==> src/hw/kef_pkg.sv <==
// kef_pkg: shared constants for the keypad event queue
// assumes an AHB-Lite slave with 32-bit data, one word per register
package kef_pkg;
    // register indices; the byte address is four times the index
    localparam logic [7:0] IDX_CFG        = 8'h01;
    localparam logic [7:0] IDX_STATUS     = 8'h02;
    localparam logic [7:0] IDX_LOCK_CNT   = 8'h03;
    localparam logic [7:0] IDX_EVENT      = 8'h04;
    localparam logic [7:0] IDX_MATRIX_SEL = 8'h05;
    localparam logic [7:0] IDX_PIN_EN     = 8'h06;
    localparam logic [7:0] IDX_PIN_POL    = 8'h07;
    localparam logic [7:0] IDX_KEY_IN     = 8'h08;
    localparam int ADDR_W = 12;
    // cfg fields
    localparam int CFG_OVF_POLICY  = 0;
    localparam int CFG_OVF_IRQ_EN  = 1;
    localparam int CFG_PIN_LOCK_MD = 2;
    localparam logic [7:0] CFG_RST = 8'h00;
    // status fields
    localparam int ST_MATRIX_EVT = 0;
    localparam int ST_PIN_EVT    = 1;
    localparam int ST_OVERFLOW   = 3;
    // lock/count fields
    localparam int LOCK_BIT = 6;
    // queue geometry and codes
    localparam int DEPTH   = 10;
    localparam int ROWS    = 8;
    localparam int COLS    = 10;
    localparam int LINES   = 18;
    localparam logic [6:0] ROW_PIN_BASE = 7'h61; // 97
    localparam logic [6:0] COL_PIN_BASE = 7'h69; // 105
    localparam logic [3:0] COUNT_FULL   = 4'ha;
endpackage

==> src/hw/kef_evt_if.sv <==
// kef_evt_if: one event push from a source toward the queue
// assumes a single clock domain; push is a one-cycle pulse
`timescale 1ns/10ps
`default_nettype none
interface kef_evt_if;
    logic       push;
    logic [7:0] data;
    modport src (output push, output data);
    modport dst (input push, input data);
endinterface
`default_nettype wire

==> src/hw/kef_top.sv <==
// kef_top: keypad event queue with AHB-Lite register slave
// assumes debounced matrix key events and plain-input levels on clk
//
// Overview of operation
// - matrix key code is row*10 plus column plus one
// - row inputs 97-104, column inputs 105-114
// - plain inputs share the matrix event path
// - active edge of plain input queues press
// - opposite level then queues a release
// - event byte is press bit plus code
// - locked with lock mode set drops inputs
// - bit 6 of lock register locks keypad
// - queue holds up to ten events
// - selected matrix lines and enabled inputs outside the matrix selection report
// - count readable in bits 3:0 at 0x03
// - event read pops oldest and shifts down
// - empty queue reads zero count and event
// - status flags mark matrix or input event
// - write one clears only that flag
// - push into full queue sets overflow flag
// - overflow with enable drives interrupt low
// - policy one drops oldest, zero drops new
`timescale 1ns/10ps
`default_nettype none
module kef_top (
    input  wire logic        clk,
    input  wire logic        reset_n,
    // AHB-Lite slave
    input  wire logic        hsel,
    input  wire logic [11:0] haddr,
    input  wire logic [1:0]  htrans,
    input  wire logic        hwrite,
    input  wire logic [2:0]  hsize,
    input  wire logic [31:0] hwdata,
    input  wire logic        hready,
    output logic      [31:0] hrdata,
    output logic             hreadyout,
    output logic             hresp,
    // matrix scanner event: row 0..7, column 0..9, press level
    input  wire logic        key_valid,
    input  wire logic [2:0]  key_row,
    input  wire logic [3:0]  key_col,
    input  wire logic        key_press,
    // plain inputs, rows 0..7 then columns 0..9
    input  wire logic [17:0] plain_input,
    // open-drain interrupt
    output logic             irq_n_o,
    output logic             irq_n_oe
);
    ////////////////////////////////////////////////////////////////////////
    // registers
    logic [7:0]  cfg_ff,    nxt_cfg;
    logic [7:0]  stat_ff,   nxt_stat;
    logic        lock_ff,   nxt_lock;
    logic [17:0] msel_ff,   nxt_msel;
    logic [17:0] pen_ff,    nxt_pen;
    logic [17:0] pol_ff,    nxt_pol;
    logic [31:0] rdata_ff,  nxt_rdata;
    logic        irq_ff,    nxt_irq;
    // address phase capture
    logic        wr_ph_ff,  nxt_wr_ph;
    logic [11:0] wr_addr_ff, nxt_wr_addr;

    logic [17:0] pin_req, pin_ack;
    logic [17:0][7:0] pin_code;
    logic [7:0]  q_head;
    logic [3:0]  q_count;
    logic        q_ovf;
    logic        pop;
    logic        rd_go;
    logic [7:0]  rd_idx;
    logic [7:0]  wr_idx;
    logic        key_ok;
    logic        pin_drop;
    logic        ev_stored;
    logic [6:0]  key_code;
    logic        sel_pin;
    logic [4:0]  pin_sel;

    kef_evt_if evt ();

    ////////////////////////////////////////////////////////////////////////
    // plain-input edge detection
    kef_pin_events u_pins (
        .clk         (clk),
        .reset_n     (reset_n),
        .lines       (plain_input),
        .enables     (pen_ff & ~msel_ff),
        .active_high (pol_ff),
        .ack         (pin_ack),
        .req         (pin_req),
        .code        (pin_code)
    );

    ////////////////////////////////////////////////////////////////////////
    // event queue
    kef_queue u_queue (
        .clk             (clk),
        .reset_n         (reset_n),
        .evt             (evt),
        .pop             (pop),
        .policy_push_out (cfg_ff[kef_pkg::CFG_OVF_POLICY]),
        .head            (q_head),
        .count           (q_count),
        .overflow        (q_ovf)
    );

    ////////////////////////////////////////////////////////////////////////
    // event source arbitration; matrix first, else lowest pending input
    assign key_code = 7'(key_row) * 7'd10 + 7'(key_col) + 7'h01;
    assign key_ok   = key_valid && !lock_ff
                      && msel_ff[key_row] && msel_ff[kef_pkg::ROWS + 5'(key_col)];
    assign pin_drop = lock_ff && cfg_ff[kef_pkg::CFG_PIN_LOCK_MD];
    // a push counts as stored unless a full queue drops it
    assign ev_stored = evt.push && !(q_ovf && !cfg_ff[kef_pkg::CFG_OVF_POLICY]);

    always_comb begin
        sel_pin = 1'b0;
        pin_sel = 5'h00;
        for (int i = kef_pkg::LINES - 1; i >= 0; i--) begin
            if (pin_req[i]) begin
                sel_pin = 1'b1;
                pin_sel = 5'(i);
            end
        end
    end

    // one push per cycle; dropped inputs are acknowledged and lost
    always_comb begin
        pin_ack  = '0;
        evt.push = 1'b0;
        evt.data = 8'h00;
        if (key_ok) begin
            evt.push = 1'b1;
            evt.data = {key_press, key_code};
        end else if (sel_pin) begin
            pin_ack[pin_sel] = 1'b1;
            evt.push = !pin_drop;
            evt.data = pin_code[pin_sel];
        end
        if (pin_drop) begin
            pin_ack = pin_req;
        end
    end

    ////////////////////////////////////////////////////////////////////////
    // AHB-Lite: writes commit in data phase, reads decoded in address phase
    assign rd_go  = hsel && hready && htrans[1] && !hwrite;
    // addresses beyond the map fold to an unused index, never alias
    assign rd_idx = (haddr[11:10] == 2'b00) ? haddr[9:2] : 8'hff;
    assign wr_idx = (wr_addr_ff[11:10] == 2'b00) ? wr_addr_ff[9:2] : 8'hff;
    assign pop    = rd_go && (rd_idx == kef_pkg::IDX_EVENT);

    always_comb begin
        nxt_wr_ph   = hsel && hready && htrans[1] && hwrite;
        nxt_wr_addr = nxt_wr_ph ? haddr : wr_addr_ff;
        nxt_rdata   = 32'h0000_0000;
        if (rd_go) begin
            case (rd_idx)
                kef_pkg::IDX_CFG:        nxt_rdata = {24'h000000, cfg_ff};
                kef_pkg::IDX_STATUS:     nxt_rdata = {24'h000000, stat_ff};
                kef_pkg::IDX_LOCK_CNT:   nxt_rdata = {24'h000000, 1'b0, lock_ff, 2'b00, q_count};
                kef_pkg::IDX_EVENT:      nxt_rdata = {24'h000000, q_head};
                kef_pkg::IDX_MATRIX_SEL: nxt_rdata = {14'h0000, msel_ff};
                kef_pkg::IDX_PIN_EN:     nxt_rdata = {14'h0000, pen_ff};
                kef_pkg::IDX_PIN_POL:    nxt_rdata = {14'h0000, pol_ff};
                kef_pkg::IDX_KEY_IN:     nxt_rdata = {14'h0000, plain_input};
                default:                 nxt_rdata = 32'h0000_0000;
            endcase
        end
    end

    // register writes and status flags
    always_comb begin
        nxt_cfg  = cfg_ff;
        nxt_lock = lock_ff;
        nxt_msel = msel_ff;
        nxt_pen  = pen_ff;
        nxt_pol  = pol_ff;
        nxt_stat = stat_ff;
        if (wr_ph_ff) begin
            case (wr_idx)
                kef_pkg::IDX_CFG:        nxt_cfg  = hwdata[7:0];
                kef_pkg::IDX_STATUS:     nxt_stat = stat_ff & ~hwdata[7:0];
                kef_pkg::IDX_LOCK_CNT:   nxt_lock = hwdata[kef_pkg::LOCK_BIT];
                kef_pkg::IDX_MATRIX_SEL: nxt_msel = hwdata[17:0];
                kef_pkg::IDX_PIN_EN:     nxt_pen  = hwdata[17:0];
                kef_pkg::IDX_PIN_POL:    nxt_pol  = hwdata[17:0];
                default:                 nxt_cfg  = cfg_ff;
            endcase
        end
        // hardware sets win over a same-cycle clear
        if (ev_stored && key_ok) begin
            nxt_stat[kef_pkg::ST_MATRIX_EVT] = 1'b1;
        end
        if (ev_stored && !key_ok) begin
            nxt_stat[kef_pkg::ST_PIN_EVT] = 1'b1;
        end
        if (q_ovf) begin
            nxt_stat[kef_pkg::ST_OVERFLOW] = 1'b1;
        end
        nxt_irq = nxt_stat[kef_pkg::ST_OVERFLOW] && nxt_cfg[kef_pkg::CFG_OVF_IRQ_EN];
    end

    // register state
    always_ff @(posedge clk) begin
        if (!reset_n) begin
            cfg_ff     <= kef_pkg::CFG_RST;
            stat_ff    <= 8'h00;
            lock_ff    <= 1'b0;
            msel_ff    <= 18'h00000;
            pen_ff     <= 18'h00000;
            pol_ff     <= 18'h00000;
            rdata_ff   <= 32'h0000_0000;
            irq_ff     <= 1'b0;
            wr_ph_ff   <= 1'b0;
            wr_addr_ff <= 12'h000;
        end else begin
            cfg_ff     <= nxt_cfg;
            stat_ff    <= nxt_stat;
            lock_ff    <= nxt_lock;
            msel_ff    <= nxt_msel;
            pen_ff     <= nxt_pen;
            pol_ff     <= nxt_pol;
            rdata_ff   <= nxt_rdata;
            irq_ff     <= nxt_irq;
            wr_ph_ff   <= nxt_wr_ph;
            wr_addr_ff <= nxt_wr_addr;
        end
    end

    // outputs straight from flops; zero-wait OKAY slave
    assign hrdata    = rdata_ff;
    assign hreadyout = 1'b1;
    assign hresp     = 1'b0;
    assign irq_n_o   = 1'b0;
    assign irq_n_oe  = irq_ff;
endmodule // kef_top
`default_nettype wire

==> src/hw/kef_pin_events.sv <==
// kef_pin_events: plain-input edge detection and event encoding
// assumes inputs already debounced and synchronous to clk
`timescale 1ns/10ps
`default_nettype none
module kef_pin_events (
    input  wire logic                        clk,
    input  wire logic                        reset_n,
    input  wire logic [kef_pkg::LINES-1:0]   lines,
    input  wire logic [kef_pkg::LINES-1:0]   enables,
    input  wire logic [kef_pkg::LINES-1:0]   active_high,
    input  wire logic [kef_pkg::LINES-1:0]   ack,
    output logic      [kef_pkg::LINES-1:0]   req,
    output logic      [kef_pkg::LINES-1:0][7:0] code
);
    logic [kef_pkg::LINES-1:0] prev_ff;
    logic [kef_pkg::LINES-1:0] nxt_prev;
    logic [kef_pkg::LINES-1:0] pend_ff;
    logic [kef_pkg::LINES-1:0] nxt_pend;
    logic [kef_pkg::LINES-1:0] kind_ff;
    logic [kef_pkg::LINES-1:0] nxt_kind;

    ////////////////////////////////////////////////////////////////////////
    // per-line edge capture; press on active edge, release on the opposite
    genvar g;
    generate
        for (g = 0; g < kef_pkg::LINES; g++) begin : g_line
            logic act_now;
            logic act_prev;
            assign act_now  = lines[g] ~^ active_high[g];
            assign act_prev = prev_ff[g] ~^ active_high[g];
            always_comb begin
                nxt_prev[g] = lines[g];
                nxt_pend[g] = pend_ff[g] & ~ack[g];
                nxt_kind[g] = kind_ff[g];
                if (enables[g] && (act_now != act_prev)) begin
                    nxt_pend[g] = 1'b1;
                    nxt_kind[g] = act_now;
                end
            end
            // row lines 97.., column lines 105..
            if (g < kef_pkg::ROWS) begin : g_row
                assign code[g] = {kind_ff[g], 7'(kef_pkg::ROW_PIN_BASE + 7'(g))};
            end else begin : g_col
                assign code[g] = {kind_ff[g], 7'(kef_pkg::COL_PIN_BASE + 7'(g - kef_pkg::ROWS))};
            end
        end
    endgenerate

    assign req = pend_ff;

    // edge state registers
    always_ff @(posedge clk) begin
        if (!reset_n) begin
            prev_ff <= '0;
            pend_ff <= '0;
            kind_ff <= '0;
        end else begin
            prev_ff <= nxt_prev;
            pend_ff <= nxt_pend;
            kind_ff <= nxt_kind;
        end
    end
endmodule // kef_pin_events
`default_nettype wire

==> src/hw/kef_queue.sv <==
// kef_queue: ten-byte shift queue with overflow policy
// assumes at most one push and one pop per cycle
`timescale 1ns/10ps
`default_nettype none
module kef_queue (
    input  wire logic       clk,
    input  wire logic       reset_n,
    kef_evt_if.dst          evt,
    input  wire logic       pop,
    input  wire logic       policy_push_out,
    output logic [7:0]      head,
    output logic [3:0]      count,
    output logic            overflow
);
    logic [kef_pkg::DEPTH-1:0][7:0] slot_ff;
    logic [kef_pkg::DEPTH-1:0][7:0] nxt_slot;
    logic [3:0]                     cnt_ff;
    logic [3:0]                     nxt_cnt;
    logic                           full;
    logic                           do_pop;
    logic [3:0]                     base;

    assign full     = (cnt_ff == kef_pkg::COUNT_FULL);
    assign do_pop   = pop && (cnt_ff != 4'h0);
    assign overflow = evt.push && full && !do_pop;
    assign head     = (cnt_ff == 4'h0) ? 8'h00 : slot_ff[0];
    assign count    = cnt_ff;

    ////////////////////////////////////////////////////////////////////////
    // shift down on pop or on push-out overflow, append at tail
    always_comb begin
        nxt_slot = slot_ff;
        nxt_cnt  = cnt_ff;
        base     = cnt_ff;
        if (do_pop || (overflow && policy_push_out)) begin
            for (int i = 0; i < kef_pkg::DEPTH - 1; i++) begin
                nxt_slot[i] = slot_ff[i+1];
            end
            nxt_slot[kef_pkg::DEPTH-1] = 8'h00;
            base = cnt_ff - 4'h1;
            nxt_cnt = cnt_ff - 4'h1;
        end
        if (evt.push && (!overflow || policy_push_out)) begin
            nxt_slot[base] = evt.data;
            nxt_cnt = base + 4'h1;
        end
    end

    // queue storage
    always_ff @(posedge clk) begin
        if (!reset_n) begin
            slot_ff <= '0;
            cnt_ff  <= 4'h0;
        end else begin
            slot_ff <= nxt_slot;
            cnt_ff  <= nxt_cnt;
        end
    end
endmodule // kef_queue
`default_nettype wire

==> config.mk <==
export PLATFORM = sky130hd
export DESIGN_NAME = kef_top
export DESIGN_NICKNAME = d
export VERILOG_FILES = /design/src/hw/kef_pkg.sv /design/src/hw/kef_evt_if.sv /design/src/hw/kef_top.sv /design/src/hw/kef_pin_events.sv /design/src/hw/kef_queue.sv
export SDC_FILE = /design/constraint.sdc
export NUM_CORES = 1
export LEC_CHECK = 0
export BUFFER_PORTS_ARGS = -buffer_cell sky130_fd_sc_hd__buf_2
export CAP_MARGIN = 10
export CORE_MARGIN = 1.5
export CORE_UTILIZATION = 60
export CTS_CLUSTER_DIAMETER = 80
export DETAILED_ROUTE_END_ITERATION = 16
export GPL_ROUTABILITY_DRIVEN = 1
export PLACE_DENSITY = 0.85
export SYNTH_ARGS = -nofsm -noshare
export SYNTH_HDL_FRONTEND = slang
export SYNTH_SLANG_ARGS = --single-unit
==> constraint.sdc <==
create_clock -name clk -period 9.44 [get_ports clk]
set_clock_uncertainty 0.05 [all_clocks]
set_input_delay 0.472 -clock clk [delete_from_list [all_inputs] [get_ports clk]]
set_output_delay 0.472 -clock clk [all_outputs]
set_load 0.02 [all_outputs]
[After elaboration in Yosys (flattened, before gate mapping)]
Index checks and enable logic that the tools add are counted.
Storage, ports and cells
  logic and storage cells: 319
  output and inout bits: 36
  register bits: 255
  input bits: 81
Cells by class
  $mul: 1
  reductions and logical operators: 66
  multiplexer cells: 87
  equality and inequality tests: 33
  magnitude comparators: 6
  add/sub/neg operators: 5
  bitwise operators: 76
Operators by type and width (count)
  two-way mux 80 bit: 2
  one-hot mux 18 bit (8 select lines): 1
  two-way mux 5 bit: 18
  bitwise mux 80 bit: 1
  == test 8 x 3 -> 1 bit, second input constant: 7
  two-way mux 8 bit: 7
  two-way mux 18 bit: 3
  two-way mux 1 bit: 44
  binary-select mux 8 bit (select 5 bit): 1
  logical AND 1 bit: 39
  XNOR 1 bit: 36
  demux 8 bit (select 4 bit): 1
  == test 8 x 2 -> 1 bit, second input constant: 4
  bitwise AND 1 bit: 18
  bitwise AND 18 bit: 1
  != test 1 bit: 18
  inverter 1 bit: 18
  inverter 18 bit: 1
  AND reduction 2 bit: 9
  == test 8 x 1 -> 1 bit, second input constant: 2
  two-way mux 4 bit: 4
  < comparator 5 x 6 -> 1 bit, second input constant: 2
  bitwise AND 8 bit: 1
  == test 8 x 4 -> 1 bit, second input constant: 1
  22 further kinds: 35

[Logic depth before layout (Yosys ltp)]
  depth in word-level cells: 31
  gate-level depth with buffers: 14
  gate-level depth less buffers: 12

[Modules after synthesis]
Synthesis repeated with hierarchy kept, for this count alone.
Second synthesis, totals
  cells, all modules: 1735
  area total of the unflattened synthesis: 14620.3 um2
By module, submodules not included
  kef_top: cells each 844, area an instance 6520.0 um2, times used 1, sequential area each 2021.9 um2
  kef_queue: cells each 437, area an instance 4424.2 um2, times used 1, sequential area each 1681.6 um2
  kef_pin_events: cells each 454, area an instance 3676.0 um2, times used 1, sequential area each 1081.0 um2

[Worst setup path after synthesis]
OpenSTA, ideal clock, no wires.
  path type: register to register
  from: register u_queue.cnt_ff[0], in the netlist u_queue.count[0]
  to: register u_queue.slot_ff[53] (netlist name)
  data required time: 9269 ps
  setup time: 121 ps
  data arrival time: 2951 ps
  slack: 6319 ps
  cell stages (with the launch flop): 11
  clock period less this slack: 3121 ps
  buffers on the path: 1
  cell sequence: dfxtp_1 -> clkbuf_1 -> inv_1 -> ha_1 -> inv_1 -> o311a_1 -> and2_0 -> o31ai_4 -> a221o_2 -> nor4bb_4 -> mux2_2
Between the ends
  cells in the longest elaborated chain, start to end: 13
  elaborated cells on any way between the ends: 21
  classes of those cells: add/sub (1); order compare (2); eq/ne (1); mux (6); reduce/logical (11)
Ends and longest elaborated chain
  start, declared: line kef_queue.sv:17  | logic [3:0] cnt_ff;
  start signal, assigned: line kef_queue.sv:56  | cnt_ff <= nxt_cnt;
  nonzero test 4 bit: line kef_queue.sv:24  | assign do_pop = pop && (cnt_ff != 4'h0);
  logical AND 1 bit: line kef_queue.sv:24
  logical NOT 1 bit: line kef_queue.sv:25  | assign overflow = evt.push && full && !do_pop;
  logical AND 1 bit: line kef_queue.sv:25
  logical AND 1 bit: line kef_queue.sv:35  | if (do_pop || (overflow && policy_push_out)) begin
  logical OR 1 bit: line kef_queue.sv:35
  two-way mux 4 bit: line kef_queue.sv:35
  < comparator 4 x 5 -> 1 bit (implied by the code) / >= comparator 4 x 1 -> 1 bit (equally long branches): line kef_queue.sv:44  | nxt_slot[base] = evt.data;
  logical AND 1 bit (implied by the code): line kef_queue.sv:44
  two-way mux 8 bit (implied by the code): line kef_queue.sv:44
  demux 8 bit (select 4 bit)
  bitwise mux 80 bit: line kef_queue.sv:44
  two-way mux 80 bit *: line kef_queue.sv:43  | if (evt.push && (!overflow || policy_push_out)) begin
  end signal, assigned: line kef_queue.sv:55  | slot_ff <= nxt_slot;
  end, declared: line kef_queue.sv:15  | logic [kef_pkg::DEPTH-1:0][7:0] slot_ff;
Every way passes the cells marked *; elsewhere a longest branch is shown, timed or not.
A chain may end at the register's enable or synchronous reset.

[Worst setup path in the final report]
  from: register u_queue.cnt_ff[0], in the netlist u_queue.count[0]
  to: register u_queue.slot_ff[73] (netlist name)
The elaborated chain is that of the path after synthesis.

==> impl_metrics.json <==
{
  "status": "completed",
  "clk_latency_ns": 0.53,
  "hold_path.class": "in2reg",
  "start_util_pct": 61.3,
  "yosysMostFrequentCell": "dfxtp_1",
  "r2r_start": "u_queue.count[0]$_SDFF_PN0_",
  "firstDrtPassIters": 5,
  "cts-root-buf": "clkbuf_16",
  "cp-end-kind": "flop",
  "max_cap_violations": 0,
  "first_global_vias": 9640,
  "diodes": 0,
  "routedWlPerCell_um": 18.5,
  "worst_hold_slack_ns": 0.138,
  "drive_above_1_share_pct": 12.5,
  "fill_cells": 1474,
  "crit_start": "u_queue.count[0]$_SDFF_PN0_",
  "power_per_cell_area_nw_per_um2": 167,
  "die_w_um": 141,
  "dpl.hpwl_mm": 19.9,
  "drv_slew": 0,
  "wirelength_mm": 29.9,
  "rsz0062_at_grt": "no",
  "synthCells": 1323,
  "ys_ff_latch": 239,
  "crit_path_start_kind": "flop",
  "peakVddDrop_uv": 107,
  "crit_path_max_fanout": 84,
  "multi_input_area_um2": 6220,
  "io_pins": 117,
  "hold_viol": 0,
  "coreArea_um2": 18800,
  "crit_path_frequent_cell": "inv_1",
  "final_antenna_net_count": 0,
  "cts-buffers-inserted": 26,
  "min_delay_worst_endpoint": "stat_ff[2]$_SDFFE_PN0P_",
  "vias_per_cell": 6.25,
  "htree_num_levels": 1,
  "avgSynthCellArea_um2": 8.69,
  "antenna_found_initial": 0,
  "yosysTopAreaCellShare_pct": 41.6,
  "p_leak_nw": 4.89,
  "area_growth_syn_to_layout_pct": 11.0,
  "dpl_cell_area_um2": 11900,
  "nets": 1458,
  "pwr-share-seq_pct": 47.5,
  "swShare_pct": 21.9,
  "internal_power_w": 0.00167,
  "reg2reg_to": "u_queue.slot_ff[73]$_SDFF_PN0_",
  "synth_edf_count": 0,
  "synth.yosys.seq_area_share_pct": 41.6,
  "yosys_most_used_dff": "dfxtp_1",
  "fp-row-count": 50,
  "globalRouteTotalUtil_pct": 29.5,
  "regArea_um2": 4780,
  "synth_cell_types": 80,
  "port_buffers": 79,
  "cts_resized": 0,
  "cts_sinks": 239,
  "utilization_pct": 68.0,
  "critPathKind": "reg2reg",
  "setup-tns-final_ns": 0,
  "cts_max_path_buffers": 3,
  "maxSlewHeadroom_pct": 14.4,
  "cpPeakStageDelay_ns": 0.79,
  "synth_area_leaders": "dfxtp_1, nand2_1, mux2i_1",
  "yosys-top-cells-count": "dfxtp_1, nand2_1, nor2_1",
  "dr_total_vias": 10100,
  "setup_violations": 0,
  "synth_top_area_cell": "dfxtp_1",
  "worstHoldStart": "hwdata[2]",
  "reg2reg_slack_ns": 5.09,
  "post-cts-setup-buffers": 0,
  "cts_tree": "done",
  "cp.arrival_ns": 4.76,
  "yosysWarnings": 0,
  "clock.fmax_mhz": 230,
  "power_frac_clock_pct": 48.6,
  "grt_pass1_wl_mm": 48.0,
  "cp_slowest_cell": "buf_4",
  "drtIter0Drc": 893,
  "synth_area_um2": 11500,
  "die-area_um2": 20000,
  "pwr-share-comb_pct": 3.8,
  "die_h_um": 141,
  "gp_congestion": 0.911,
  "power_switching_w": 0.000467,
  "min_path_cells": 2,
  "stdcell_area_um2": 12800,
  "layout_min_cycle_time_ns": 4.35,
  "async_flop_share_pct": 0,
  "path_cells": "inv_1, ha_1, inv_1, o311a_1, and2_0, o31ai_4, buf_4, mux2i_1, nor2_2, mux2_2, nor2_1",
  "grt_max_degree": 103,
  "critPathRequiredTime_ns": 9.85,
  "worst_pin_slew_ns": 1.28,
  "ff2ff_path_depth": 11,
  "cts_hold_buf": 0,
  "drc": 0,
  "finalCritPeriodShare_pct": 46.1,
  "overflow": 0,
  "clk_pin_slew_ns": 0.06
}
power groups by stage:
stage               Combinational [W]  Clock [W]  Sequential [W]
global route                0.0000891    0.00109         0.00102
global placement            0.0000796          0         0.00104
floorplan                   0.0000528          0         0.00104
CTS                         0.0000808    0.00104         0.00102
finish                      0.0000822    0.00104         0.00102
detailed placement          0.0000806          0         0.00104
area by class of cell:
cell class | instances | share of cell area (%)
Clock inverter | 11 | 1.13
Tap cell | 234 | 2.29
Clock buffer | 35 | 5.76
Inverter | 22 | 0.686
Multi-Input combinational cell | 981 | 48.7
Sequential cell | 239 | 37.5
Timing Repair Buffer | 93 | 3.92
placed cells by master, fill, tap and decap left out, drive strengths merged, types with 5 or more instances in the layout:
cell type | synthesis | final
a221oi | 7 | 7
nor3b | 18 | 18
o31ai | 29 | 29
a21o | 6 | 6
and3 | 6 | 6
a211oi | 54 | 54
mux2i | 76 | 76
ha | 13 | 13
a21oi | 101 | 101
buf | 43 | 93
mux2 | 12 | 12
nor3 | 18 | 18
and2 | 48 | 48
nor2b | 19 | 19
clkbuf | 53 | 35
dfxtp | 239 | 239
conb | 2 | 17
nand2 | 208 | 208
nor2 | 105 | 105
a22o | 12 | 12
o21ai | 24 | 24
a31oi | 25 | 25
a22oi | 34 | 34
inv | 22 | 23
xnor2 | 39 | 39
nand2b | 8 | 8
nor4 | 9 | 9
nand3 | 20 | 20
nand4 | 5 | 5
layer usage:
layer / vias to the layer above / track usage [%] / wire (µm)
met4: 0 / 11.0 / 788
met2: 486 / 47.5 / 13600
li1: 4779 / - / -
met3: 67 / 5.97 / 2920
met5: - / 0 / 0
met1: 4761 / 39.3 / 12600
worst max path at each step:
stage / to
2_1_floorplan: u_queue.slot_ff[53]$_SDFF_PN0_
3_3_place_gp: u_queue.slot_ff[72]$_SDFF_PN0_
3_5_place_dp: u_queue.slot_ff[73]$_SDFF_PN0_
4_1_cts: u_queue.slot_ff[73]$_SDFF_PN0_
5_1_grt: u_queue.slot_ff[78]$_SDFF_PN0_
6_report: u_queue.slot_ff[73]$_SDFF_PN0_
worst max-delay path, delay by kind of cell (launching register included):
family	cells	cell delay (ns)
compound gates	2	0.68
fa+ha+maj	1	0.33
buf+inv	3	1.14
flops	1	0.41
mux	2	0.74
simple gates	3	0.91
metrics by stage:
step	setup WS [ns]	std cells	power, W
final	5.09	1615	0.00214
after global routing	4.78	1615	0.00220
after CTS	5.16	1615	0.00214
after detailed placement	4.81	1569	0.00112
after global placement	4.84	1569	0.00112
after floorplan	6.32	1338	0.00109
state kept, by name, summed over array words and instances, names as in the netlist:
| name | count |
|---|---|
| u_pins.prev_ff | 18 |
| hrdata | 18 |
| stat_ff | 8 |
| wr_ph_ff | 1 |
| pen_ff | 18 |
| pol_ff | 18 |
| lock_ff | 1 |
| u_pins.kind_ff | 18 |
| wr_addr_ff | 10 |
| u_pins.req | 18 |
| cfg_ff | 8 |
| u_queue.slot_ff | 80 |
| u_queue.count | 4 |
| msel_ff | 18 |
| irq_n_oe | 1 |
kinds of logic after synthesis:
logic type | share of synthesized area, %
AOI/OAI and AO/OA | 20.1
buffers and inverters | 4.93
adders and majority gates | 1.59
muxes | 8.61
and+or+nand+nor | 20.0
xor gates and xnor gates | 3.12
DFF | 41.6
other | 0.0653
Power figures use the tool's default switching activity.
